<file path="src/core/weekly_alarm_pkg.sv">
/*
  Constants and carrier types for the weekly alarm compare block.
  Assumes a 40 MHz clock and a serial front end that hands over
  decoded register writes and reads as single-cycle strobes.
*/
// What this block does
// - Enable low: no comparison, no interrupt
// - Enable high: compare day, hour, minute; interrupt
// - Flag sets about 61 us after match
// - Flag only sets when enabled; reads 0 otherwise
// - Flag holds until software writes zero or clears enable
// - Writing 0 clears flag, releases pin
// - After clear, alarm repeats next occurrence
// - Clearing enable stops later alarms
// - Format bit: 0 twelve hour, 1 twenty-four
// - Hour codes per mode; bit 5 PM
// - Weekday code indexes the day mask bit
// - Masked-off weekdays never raise the alarm
// - Several day bits may be set together
// - Alarm hour bit 5: tens or PM
// - Equal time at setup fires next time
// - Power-on clears settings, flag, releases pin
package weekly_alarm_pkg;

  // ****************************************************************
  // Register map
  // ****************************************************************
  localparam logic [3:0] ADDR_HOURS        = 4'h2;
  localparam logic [3:0] ADDR_ALARM_MINUTE = 4'h8;
  localparam logic [3:0] ADDR_ALARM_HOUR   = 4'h9;
  localparam logic [3:0] ADDR_DAY_MASK     = 4'ha;
  localparam logic [3:0] ADDR_CONTROL1     = 4'he;
  localparam logic [3:0] ADDR_CONTROL2     = 4'hf;

  // Field positions
  localparam int HOUR_FORMAT_BIT  = 7;
  localparam int ENABLE_BIT       = 7;
  localparam int FLAG_BIT         = 1;

  // Reset values
  localparam logic [6:0] MINUTE_RST = 7'h00;
  localparam logic [5:0] HOUR_RST   = 6'h00;
  localparam logic [6:0] MASK_RST   = 7'h00;

  // ****************************************************************
  // Timing
  // ****************************************************************
  localparam int CLOCK_PERIOD_PS = 25000;
  localparam int FLAG_DELAY_PS   = 61000000;
  localparam int FLAG_DELAY_CYC  = (FLAG_DELAY_PS / CLOCK_PERIOD_PS < 1) ? 1 :
                                   FLAG_DELAY_PS / CLOCK_PERIOD_PS;
  localparam logic [11:0] FLAG_DELAY_LAST = 12'(FLAG_DELAY_CYC - 1);

  // ****************************************************************
  // Carriers
  // ****************************************************************
  typedef struct packed {
    logic [2:0] weekday;
    logic [5:0] hour;
    logic [6:0] minute;
  } time_s;

  typedef struct packed {
    logic       wr;
    logic       rd;
    logic [3:0] addr;
    logic [7:0] data;
  } reg_req_s;

endpackage

</file>
<file path="src/core/weekly_alarm_compare.sv">
/*
  Weekly alarm compare: alarm registers, day mask, enable and flag,
  the delayed flag set and the open-drain interrupt pin.
  Assumes the timekeeping counters present the current time and a
  one-cycle pulse each time the minute changes, and that the serial
  engine delivers decoded register accesses.
*/
`timescale 1ns/100ps
module weekly_alarm_compare
(
  // Clock and power-on reset
  input  wire logic                        clock,
  input  wire logic                        sys_rst,
  // Time from the counters
  input  wire weekly_alarm_pkg::time_s     cur_time,
  input  wire logic                        minute_tick,
  // Decoded register access
  input  wire weekly_alarm_pkg::reg_req_s  reg_req,
  output logic [7:0]                       rd_data,
  // Hour format to the counters
  output logic                             hour_format_sel,
  // Interrupt pin, open-drain
  output logic                             alarm_b_irq_n,
  output logic                             alarm_b_irq_n_oe
);
  import weekly_alarm_pkg::*;

  // ****************************************************************
  // State
  // ****************************************************************
  // Settings, enable and flag, then the flag-delay machinery
  logic [6:0]  alarm_minute_r, alarm_minute_nxt;
  logic [5:0]  alarm_hour_r,   alarm_hour_nxt;
  logic [6:0]  day_mask_r,     day_mask_nxt;
  logic        enable_r,       enable_nxt;
  logic        format_r,       format_nxt;
  logic        flag_r,         flag_nxt;
  logic        pending_r,      pending_nxt;
  logic [11:0] delay_cnt_r,    delay_cnt_nxt;
  logic [7:0]  rd_data_r,      rd_data_nxt;
  logic        match;
  logic        delay_done;

  // Day mask bit selected by the weekday code; code 7 selects nothing
  function automatic logic day_selected(input logic [6:0] mask, input logic [2:0] code);
    day_selected = (code == 3'h7) ? 1'b0 : mask[code];
  endfunction

  // Match only on the minute transition, so a time equal at setup
  // waits for its next arrival and one minute raises one alarm
  assign match = enable_r && minute_tick
              && cur_time.minute == alarm_minute_r
              && cur_time.hour == alarm_hour_r
              && day_selected(day_mask_r, cur_time.weekday);

  // Last count reached; the flag sets on the following edge
  assign delay_done = pending_r && delay_cnt_r == FLAG_DELAY_LAST;

  // ****************************************************************
  // Register writes, delay and flag
  // ****************************************************************
  always_comb begin
    alarm_minute_nxt = alarm_minute_r;
    alarm_hour_nxt   = alarm_hour_r;
    day_mask_nxt     = day_mask_r;
    enable_nxt       = enable_r;
    format_nxt       = format_r;
    flag_nxt         = flag_r;
    pending_nxt      = pending_r;
    delay_cnt_nxt    = delay_cnt_r;
    // Host writes land on the edge that takes the strobe
    if (reg_req.wr) begin
      if (reg_req.addr == ADDR_HOURS) begin
        format_nxt = reg_req.data[HOUR_FORMAT_BIT];
      end else if (reg_req.addr == ADDR_ALARM_MINUTE) begin
        alarm_minute_nxt = reg_req.data[6:0];
      end else if (reg_req.addr == ADDR_ALARM_HOUR) begin
        alarm_hour_nxt = reg_req.data[5:0];
      end else if (reg_req.addr == ADDR_DAY_MASK) begin
        day_mask_nxt = reg_req.data[6:0];
      end else if (reg_req.addr == ADDR_CONTROL1) begin
        enable_nxt = reg_req.data[ENABLE_BIT];
      end else if (reg_req.addr == ADDR_CONTROL2) begin
        // Only a zero acts; a one is ignored
        if (!reg_req.data[FLAG_BIT]) begin
          flag_nxt = 1'b0;
        end
      end
    end
    // Delay counter runs from the match to the flag set
    if (match) begin
      pending_nxt   = 1'b1;
      delay_cnt_nxt = 12'h000;
    end else if (delay_done) begin
      pending_nxt   = 1'b0;
      delay_cnt_nxt = 12'h000;
    end else if (pending_r) begin
      delay_cnt_nxt = delay_cnt_r + 12'h001;
    end
    // Set wins over a clear in the same cycle; comparison keeps going
    if (delay_done && enable_r) begin
      flag_nxt = 1'b1;
    end
    // Disabling drops the flag and any alarm still in flight
    if (!enable_nxt) begin
      flag_nxt    = 1'b0;
      pending_nxt = 1'b0;
    end
  end

  // Power-on detection clears every setting and releases the pin
  always_ff @(posedge clock or posedge sys_rst) begin
    if (sys_rst) begin
      alarm_minute_r <= MINUTE_RST;
      alarm_hour_r   <= HOUR_RST;
      day_mask_r     <= MASK_RST;
      enable_r       <= 1'b0;
      format_r       <= 1'b0;
      flag_r         <= 1'b0;
      pending_r      <= 1'b0;
      delay_cnt_r    <= 12'h000;
    end else begin
      alarm_minute_r <= alarm_minute_nxt;
      alarm_hour_r   <= alarm_hour_nxt;
      day_mask_r     <= day_mask_nxt;
      enable_r       <= enable_nxt;
      format_r       <= format_nxt;
      flag_r         <= flag_nxt;
      pending_r      <= pending_nxt;
      delay_cnt_r    <= delay_cnt_nxt;
    end
  end

  // ****************************************************************
  // Read data
  // ****************************************************************
  // Unused and reserved bits read as zero
  always_comb begin
    rd_data_nxt = rd_data_r;
    if (reg_req.rd) begin
      if (reg_req.addr == ADDR_HOURS) begin
        rd_data_nxt = {format_r, 7'h00};
      end else if (reg_req.addr == ADDR_ALARM_MINUTE) begin
        rd_data_nxt = {1'b0, alarm_minute_r};
      end else if (reg_req.addr == ADDR_ALARM_HOUR) begin
        rd_data_nxt = {2'b00, alarm_hour_r};
      end else if (reg_req.addr == ADDR_DAY_MASK) begin
        rd_data_nxt = {1'b0, day_mask_r};
      end else if (reg_req.addr == ADDR_CONTROL1) begin
        rd_data_nxt = {enable_r, 7'h00};
      end else if (reg_req.addr == ADDR_CONTROL2) begin
        rd_data_nxt = {6'h00, flag_r & enable_r, 1'b0};
      end else begin
        rd_data_nxt = 8'h00;
      end
    end
  end

  // Read data registered so it stands until the next read
  always_ff @(posedge clock or posedge sys_rst) begin
    if (sys_rst) begin
      rd_data_r <= 8'h00;
    end else begin
      rd_data_r <= rd_data_nxt;
    end
  end

  // ****************************************************************
  // Outputs
  // ****************************************************************
  assign rd_data          = rd_data_r;
  assign hour_format_sel  = format_r;
  // Pin only ever pulls low; the board pull-up makes the high level
  assign alarm_b_irq_n    = 1'b0;
  // Enable gates the pin as well, so disabling releases it at once
  assign alarm_b_irq_n_oe = flag_r & enable_r;
endmodule  // weekly_alarm_compare

</file>
<file path="config.mk">
export PLATFORM = sky130hd
export DESIGN_NAME = weekly_alarm_compare
export DESIGN_NICKNAME = d
export VERILOG_FILES = /design/src/core/weekly_alarm_pkg.sv /design/src/core/weekly_alarm_compare.sv
export SDC_FILE = /design/constraint.sdc
export NUM_CORES = 1
export LEC_CHECK = 0
export ABC_CLOCK_PERIOD_IN_PS = 1800
export BUFFER_PORTS_ARGS = -buffer_cell sky130_fd_sc_hd__buf_2
export CORE_MARGIN = 2
export CORE_UTILIZATION = 30
export CTS_CLUSTER_DIAMETER = 150
export CTS_CLUSTER_SIZE = 16
export DETAILED_ROUTE_END_ITERATION = 8
export SLEW_MARGIN = 20
export SYNTH_ARGS = -nofsm -noshare
export SYNTH_HDL_FRONTEND = slang
export SYNTH_SLANG_ARGS = --single-unit
</file>
<file path="constraint.sdc">
create_clock -name clock -period 1.8 [get_ports clock]
set_input_delay 0.18 -clock clock [delete_from_list [all_inputs] [get_ports clock]]
set_output_delay 0.18 -clock clock [all_outputs]
set_load 0.02 [all_outputs]
</file>
=== Word level (Yosys, flattened, before mapping) ===
Index checks and enable logic that the tools add are counted.

* Bits of input ports: 33
* Output and inout bits: 11
* Register bits: 44

* Muxes and demuxes: 31
* Add/subtract/negate cells: 1
* Magnitude comparators: 1
* Equal/unequal tests: 19
* Reduce and logical (&&, ||, !) cells: 12
* Bitwise operators: 4

{| class="wikitable"
|+ Operators with widths
! operator !! number
|-
| two-way mux 8 bit || 5
|-
| two-way mux 12 bit || 3
|-
| two-way mux 1 bit || 21
|-
| inequality test 3 x 2 -> 1 bit, second input constant || 7
|-
| == test 4 bit, second input constant || 5
|-
| adder 12 x 1 -> 12 bit, second input constant || 1
|-
| == test 12 bit, second input constant || 1
|-
| AND reduction 8 bit || 1
|-
| == test 7 bit || 1
|-
| == test 6 bit || 1
|-
| logical AND 1 bit || 6
|-
| inequality test 3 x 1 -> 1 bit, second input constant || 2
|-
| AND reduction 5 bit || 1
|-
| == test 4 x 2 -> 1 bit, second input constant || 1
|-
| < comparator 3 x 4 -> 1 bit, second input constant || 1
|-
| AND reduction 4 bit || 1
|-
| binary-select mux 1 bit (select 3 bit) || 1
|-
| == test 3 bit, second input constant || 1
|-
| NOT 1 bit || 3
|-
| AND reduction 3 bit || 1
|-
| nonzero test 3 bit || 1
|-
| two-way mux 2 bit || 1
|-
| AND reduction 2 bit || 1
|-
| bitwise AND 1 bit || 1
|}

=== Longest topological paths before layout ===
Gate-level depths: netlist of the first run.

* Depth in word-level cells: 10
* Mapped depth: 5

=== Worst setup path before layout of the first run ===
OpenSTA, ideal clock, no wires.

* Path kind: register to register
* From: reg alarm_hour_r[2]
* To: reg delay_cnt_r[8]
* Path slack: 0.022 ns
* Arrival: 1.640 ns
* Library setup time: 0.139 ns
* Cell stages (with the launch flop): 6
* Required time: 1.661 ns
* Path buffers: 1
* Cell sequence: dfrtp_1 xor2_1 or4_4 nor4_4 buf_6 a22oi_2

* Longest elaborated chain between the ends: 4

{| class="wikitable"
|+ Ends and longest elaborated chain
! item !! line !! source
|-
| start, declared || weekly_alarm_compare.sv:33 || <nowiki>logic [5:0] alarm_hour_r, alarm_hour_nxt;</nowiki>
|-
| start signal, assigned || weekly_alarm_compare.sv:124 || <nowiki>alarm_hour_r <= alarm_hour_nxt;</nowiki>
|-
| == test 6 bit * || weekly_alarm_compare.sv:53 || <nowiki>&& cur_time.hour == alarm_hour_r</nowiki>
|-
| logical AND 1 bit * || weekly_alarm_compare.sv:53 ||
|-
| logical AND 1 bit * || weekly_alarm_compare.sv:54 || <nowiki>&& day_selected(day_mask_r, cur_time.weekday);</nowiki>
|-
| nonzero test 3 bit (no line) / two-way mux 12 bit (equally long branches) || n/a ||
|-
| end signal, assigned || weekly_alarm_compare.sv:130 || <nowiki>delay_cnt_r <= delay_cnt_nxt;</nowiki>
|-
| end, declared || weekly_alarm_compare.sv:39 || <nowiki>logic [11:0] delay_cnt_r, delay_cnt_nxt;</nowiki>
|}

Every way passes the cells marked *; elsewhere a longest branch is shown, timed or not.
A chain may end at the register's enable or synchronous reset.

=== Worst setup path after layout of the first run ===
* From: reg alarm_hour_r[2]
* To: reg pending_r

* Longest elaborated chain between the ends: 5

{| class="wikitable"
|+ Ends and longest elaborated chain
! item !! line !! source
|-
| == test 6 bit * || weekly_alarm_compare.sv:53 ||
|-
| logical AND 1 bit * || weekly_alarm_compare.sv:53 ||
|-
| logical AND 1 bit * || weekly_alarm_compare.sv:54 ||
|-
| two-way mux 1 bit || weekly_alarm_compare.sv:91 || <nowiki>if (match) begin</nowiki>
|-
| two-way mux 1 bit || weekly_alarm_compare.sv:105 || <nowiki>if (!enable_nxt) begin</nowiki>
|-
| end signal, assigned || weekly_alarm_compare.sv:129 || <nowiki>pending_r <= pending_nxt;</nowiki>
|-
| end, declared || weekly_alarm_compare.sv:38 || <nowiki>logic pending_r, pending_nxt;</nowiki>
|}

Marked as above.

==> results.toml, run 1 <==
[placement]
io_buffers = 42
place_inst = 368
dp_hpwl_mm = 4.177
finalWeightedCongestion = 0.8502

[yosys]
synth_flop_cell = "dfrtp_1"
yosys.cell_types.count = 46
syn_nets = 255
synth_edf_count = 0
ys_ff_latch = 44
synth_warnings = 0
syn_avg_cell_area_sq_um = 10.66
seq_area_frac_synth_pct = 46.73
syn_area_sq_um = 2356
async_reset_ff_share_pct = 100.0
synthTopCellsByArea = "dfrtp_1 47%, mux2_2 11%, xnor2_1 5.2%"
syn_inst = 221
synth_top_area_share_pct = 46.73
yosysTopAreaCell = "dfrtp_1"

[grt]
grt_pass1_wl_mm = 9.349
grt_usage_pct = 13.80
grt_pass1_vias = 1848
grt_overflow = 0
antenna_found_initial = 0
grt_max_degree = 45

[floorplanning]
die_h_um = 92.62
fp.dieW_um = 92.62
rows = 32
coreArea_sq_um = 7687
dieArea_sq_um = 8578
num_io_pins = 44
initial_core_util_pct = 30.65

[final_layout]
area_delta_synth_final_pct = 22.25
insertedDiodeCount = 0
drive_gt1_share_pct = 33.58
layout_commonest_cell = "dfrtp_1"
final_cells = 376
final_cell_mix = "44 x dfrtp_1, 42 x buf_2, 23 x mux2_2"
fin_nets = 307

[timing]
max-slew-margin-rel_pct = 61.91
finClkSkew_ns = 0.007465
setup_viol = 0
period_share_pct = 92.90
hold_viol_final = 0
max_slew.worst_pin.slew_ns = 0.5713
tns_ns = 0
drv_slew = 0
max_freq_ghz = 0.5980
finalCriticalPeriod_ns = 1.672
rsz0062_at_grt = "no"

[critical_path]
path_buf_inv = 1
arrival_ns = 1.91
r2r_slack_ns = 0.13
cpLargestDelayFamily = "simple AND/OR/NAND/NOR gates"
r2r_start = "alarm_hour_r[2]"
crit_fanout = 13
required_ns = 2.04
crit_path_top_delay_cell = "or4_4"
r2r-end = "pending_r"
start_kind = "flop"
slowest_delay_ns = 0.54
worstSetupPathType = "reg -> reg"
setup.worst_path.end_class = "flop"
rr_worst_depth = 5
crit_chain = "xor2_1, or4_4, nor4_4, buf_12, a31o_2"

[clocking]
cts.repair.resized = 0
cts_setup_buffers = 0
cts_made_buffers = 5
cts_buffer_depth = 2
cts.sinks = 44
clk_latency_ns = 0.30
clk_pin_slew_ns = 0.08
root_buffer = "clkbuf_8"
htreeDepth = 2
ctsHoldBuffers = 0
cts_tree = "yes"

[min_path]
hold_class = "in -> async"

[power]
vdd_drop_max_v = 0.0004040
p_leak_nw = 1.281
p_per_area_nw_per_um2 = 892.6

[run_status]
outcome = "finished clean"

[drt]
wirelength_mm = 5.561
post_drt_wl_per_cell_um = 14.79
dr.pass1.iters = 6
drtIter0Drc = 60
drc_errors = 0
dr_total_vias = 1821
final_antenna_net_count = 0
viasPerCell = 4.843

[run]
drv_cap = 0
kinds of logic (layout without fill, tap and decap cells):
kind of cell,Yosys count,in the layout,synth area share [%]
buffers and inverters,19,72,3.505
adders and majority gates,1,1,0.5310
xor gates and xnor gates,21,21,7.807
and+or+nand+nor,63,63,14.82
AOI/OAI and AO/OA,40,40,11.10
DFF,44,44,46.73
other,1,1,0.1592
muxes,32,32,15.35
report_power, final:
group / internal [mW] / switching [mW] / leakage (nW)
clock: 0.490 / 0.350 / 0.0645
sequential: 1.11 / 0.111 / 0.513
combinational: 0.269 / 0.236 / 0.704
total: 1.87 / 0.698 / 1.28
Yosys cell counts, types with 2 or more instances:
| cell type | count |
|---|---|
| dfrtp_1 | 44 |
| mux2_2 | 23 |
| a21oi_1 | 15 |
| xnor2_1 | 14 |
| nand2_1 | 13 |
| inv_1 | 11 |
| nor2_1 | 11 |
| mux2i_1 | 8 |
| nand3_1 | 7 |
| nand4_1 | 7 |
| o22ai_1 | 7 |
| xor2_1 | 7 |
| and2_1 | 4 |
| clkbuf_1 | 4 |
| and3_1 | 3 |
| nor2b_1 | 3 |
| nor3_1 | 3 |
| o21ai_0 | 3 |
| a211oi_1 | 2 |
| a22oi_1 | 2 |
| buf_1 | 2 |
| nand2b_1 | 2 |
| o2111ai_1 | 2 |
| or3_1 | 2 |
state kept, by name, summed over array words and instances, names as in the netlist:
name	count
day_mask_r	7
flag_r	1
rd_data	8
alarm_hour_r	6
pending_r	1
delay_cnt_r	12
hour_format_sel	1
enable_r	1
alarm_minute_r	7
cell type report:
| type | instances | area (sq um) |
|---|---|---|
| Timing Repair Buffer | 53 | 305.3 |
| Sequential cell | 44 | 1101 |
| Clock buffer | 7 | 96.34 |
| Clock inverter | 1 | 30.03 |
| Tap cell | 102 | 127.6 |
| Multi-Input combinational cell | 158 | 1179 |
| Fill cell | 780 | 4807 |
| Inverter | 11 | 41.29 |
worst max-delay path by stage:
| stage | startpoint | endpoint | cells after the start |
|---|---|---|---|
| after CTS | alarm_hour_r[2] | pending_r | 5 |
| after detailed placement | alarm_hour_r[2] | pending_r | 5 |
| after floorplan | alarm_hour_r[2] | delay_cnt_r[8] | 5 |
| after global placement | alarm_hour_r[2] | pending_r | 5 |
| final | alarm_hour_r[2] | pending_r | 5 |
| after global routing | delay_cnt_r[3] | delay_cnt_r[11] | 4 |
tightest hold or removal path, stage by stage:
cell	delay, ns
buf_2	0.10
clkinv_1	0.03
buf_4	0.46
per-layer routing:
| layer | up-vias | global-route usage (%) | share of wire, % |
|---|---|---|---|
| met3 | 8 | 2.360 | 4.0 |
| met2 | 45 | 22.99 | 49 |
| met5 | - | 0 | 0 |
| li1 | 896 | - | - |
| met1 | 872 | 18.66 | 46 |
| met4 | 0 | 3.676 | 1.0 |
through the flow:
step | cell area, sq um | utilization, % | power (mW) | hold WS, ns | setup WS, ns
floorplan | 2356 | - | 1.564 | 0.2885 | 0.02167
global placement | 2748 | 35.74 | 1.744 | 0.3491 | 0.04469
detailed placement | 2748 | 35.74 | 1.758 | 0.3556 | 0.02626
CTS | 2874 | 37.39 | 2.597 | 0.03530 | 0.004919
global route | 2880 | 37.47 | 2.700 | 0.06416 | 0.05283
finish | 2880 | 37.47 | 2.571 | 0.0003760 | 0.1277
Note: power is estimated with default switching activity, not from simulation.
==> inputs of run 2 (changes only) <==
HOLD_SLACK_MARGIN = 0.12   (was not set)
==> run 2 against run 1 <==
Compared with the run above:
- first-iteration DRC count is 13% lower
- maximum frequency is essentially flat
- count of clock-buffer cells in the layout unchanged
- via count grew 0.44%
- wire length about the same
- sequential share of layout area decreased by 0.26 points
- critical path depth unchanged
- sequential power is essentially flat
- non-clock buffer count increased by 2
- global-route usage hardly changed
- flip-flop and latch count unchanged
- largest power group unchanged
==> results.toml, run 2 (same netlist as run 1, synthesis figures left out) <==
[drt]
wl_met2_mm = 2.742
post_drt_wl_per_cell_um = 14.71
drt-met1-wl_mm = 2.541
final_antenna_net_count = 0
viasPerCell = 4.839
dr_total_vias = 1829
highest_layer = "met4"
dr.pass1.iters = 4
met3WireLength_um = 221
wirelength_mm = 5.562
drtIter0Drc = 52
drc_errors = 0

[power]
p_leak_nw = 1.290
power_mw = 2.573
vdd_drop_max_v = 0.0004038
p_per_area_nw_per_um2 = 887.2

[final_layout]
area_delta_synth_final_pct = 23.10
final_cell_mix = "44 x dfrtp_1, 42 x buf_2, 23 x mux2_2"
regMostFlops = "delay_cnt_r"
drive_gt1_share_pct = 33.33
fill_cells = 776
insertedDiodeCount = 0
fin_nets = 309
largest_reg_flops = 12
layout_commonest_cell = "dfrtp_1"

[timing]
tns_ns = 0
period_share_pct = 92.93
drv_slew = 0
finClkSkew_ns = 0.007923
max_slew.worst_pin.slew_ns = 0.5724
hold_viol_final = 0
setup_viol = 0
finalCriticalPeriod_ns = 1.673
max_freq_ghz = 0.5978
rsz0062_at_grt = "no"
whs_ns = 0.1222
max-slew-margin-rel_pct = 61.84

[grt]
grt_pass1_wl_mm = 9.363
grt_usage_pct = 13.82
grt_max_degree = 45
antenna_found_initial = 0
grt_overflow = 0
grt_pass1_vias = 1858

[critical_path]
crit_fanout = 13
crit_chain = "xor2_1, or4_4, nor4_4, buf_12, a31o_2"
cpLargestDelayFamily = "simple AND/OR/NAND/NOR gates"
crit_path_top_delay_cell = "or4_4"
slowest_delay_ns = 0.54
worstSetupPathType = "reg -> reg"
r2r_start = "alarm_hour_r[2]"
setup.worst_path.end_class = "flop"
startpoint = "alarm_hour_r[2]"
arrival_ns = 1.91
required_ns = 2.04
path_buf_inv = 1
start_kind = "flop"

[min_path]
hp-start = "reg_req[13]"
hold_class = "in -> reg"

[floorplanning]
initial_core_util_pct = 30.65
dieArea_sq_um = 8578
rows = 32
fp.dieW_um = 92.62
die_h_um = 92.62
coreArea_sq_um = 7687
num_io_pins = 44

[clocking]
cts.sinks = 44
cts_buffer_depth = 2
cts_made_buffers = 5
cts_setup_buffers = 0
htreeDepth = 2
root_buffer = "clkbuf_8"
clk_latency_ns = 0.30
clk_pin_slew_ns = 0.08
cts_tree = "yes"

[run]
drv_cap = 0

[placement]
finalWeightedCongestion = 0.8502
io_buffers = 42
dp_hpwl_mm = 4.177

[run_status]
outcome = "finished clean"
==> run 2: changes by cell type in the layout (fill, tap and decap cells not counted), sizes merged <==
cell and delta:
dlygate4sd3 +2
==> run 2: area by class of cell <==
type                            instances  area (sq um)  share of cell area (%)
Sequential cell                        44          1101                   37.96
Clock inverter                          1         30.03                   1.035
Timing Repair Buffer                   55         325.3                   11.22
Multi-Input combinational cell        158          1179                   40.64
Inverter                               11         41.29                   1.424
Clock buffer                            7         96.34                   3.322
Tap cell                              102         127.6                   4.400
==> run 2: through the flow <==
stage	setup WS [ns]	util, %	cell area [sq um]	cells
finish	0.1273	37.73	2900	378
global route	0.05283	37.73	2900	378
CTS	0.004919	37.65	2894	378
detailed placement	0.02626	35.74	2748	368
global placement	0.04469	35.74	2748	368
floorplan	0.02167	-	2356	221
==> run 2: what timing repair did <==
item / in CTS / in global routing
hold buffers: 2 / 0
endpoints found under the hold margin: 45 / 0
endpoints found under the setup margin: 0 / 14
resized for setup: 0 / 1
==> run 2: where the power goes <==
part	internal (mW)	switching, mW	leakage, nW
combinational	0.272	0.237	0.712
clock	0.490	0.349	0.0645
sequential	1.11	0.111	0.513
total	1.88	0.697	1.29
==> run 2: worst paths after layout <==
kind                       slack [ns]              end  cells after the start
setup / recovery                 0.13        pending_r                      5
hold / removal                   0.12           flag_r                      2
setup reg to reg                 0.13        pending_r                      5
hold reg to reg                  0.51       rd_data[7]                      1
max in group asynchronous        0.85       rd_data[1]                      4
min in group asynchronous        0.55  alarm_hour_r[3]                      4
==> run 2: routing by layer <==
metal	up-vias	GRT usage, %
met2	43	23.11
met3	8	2.360
met5	-	0
li1	899	-
met4	0	3.676
met1	879	18.61
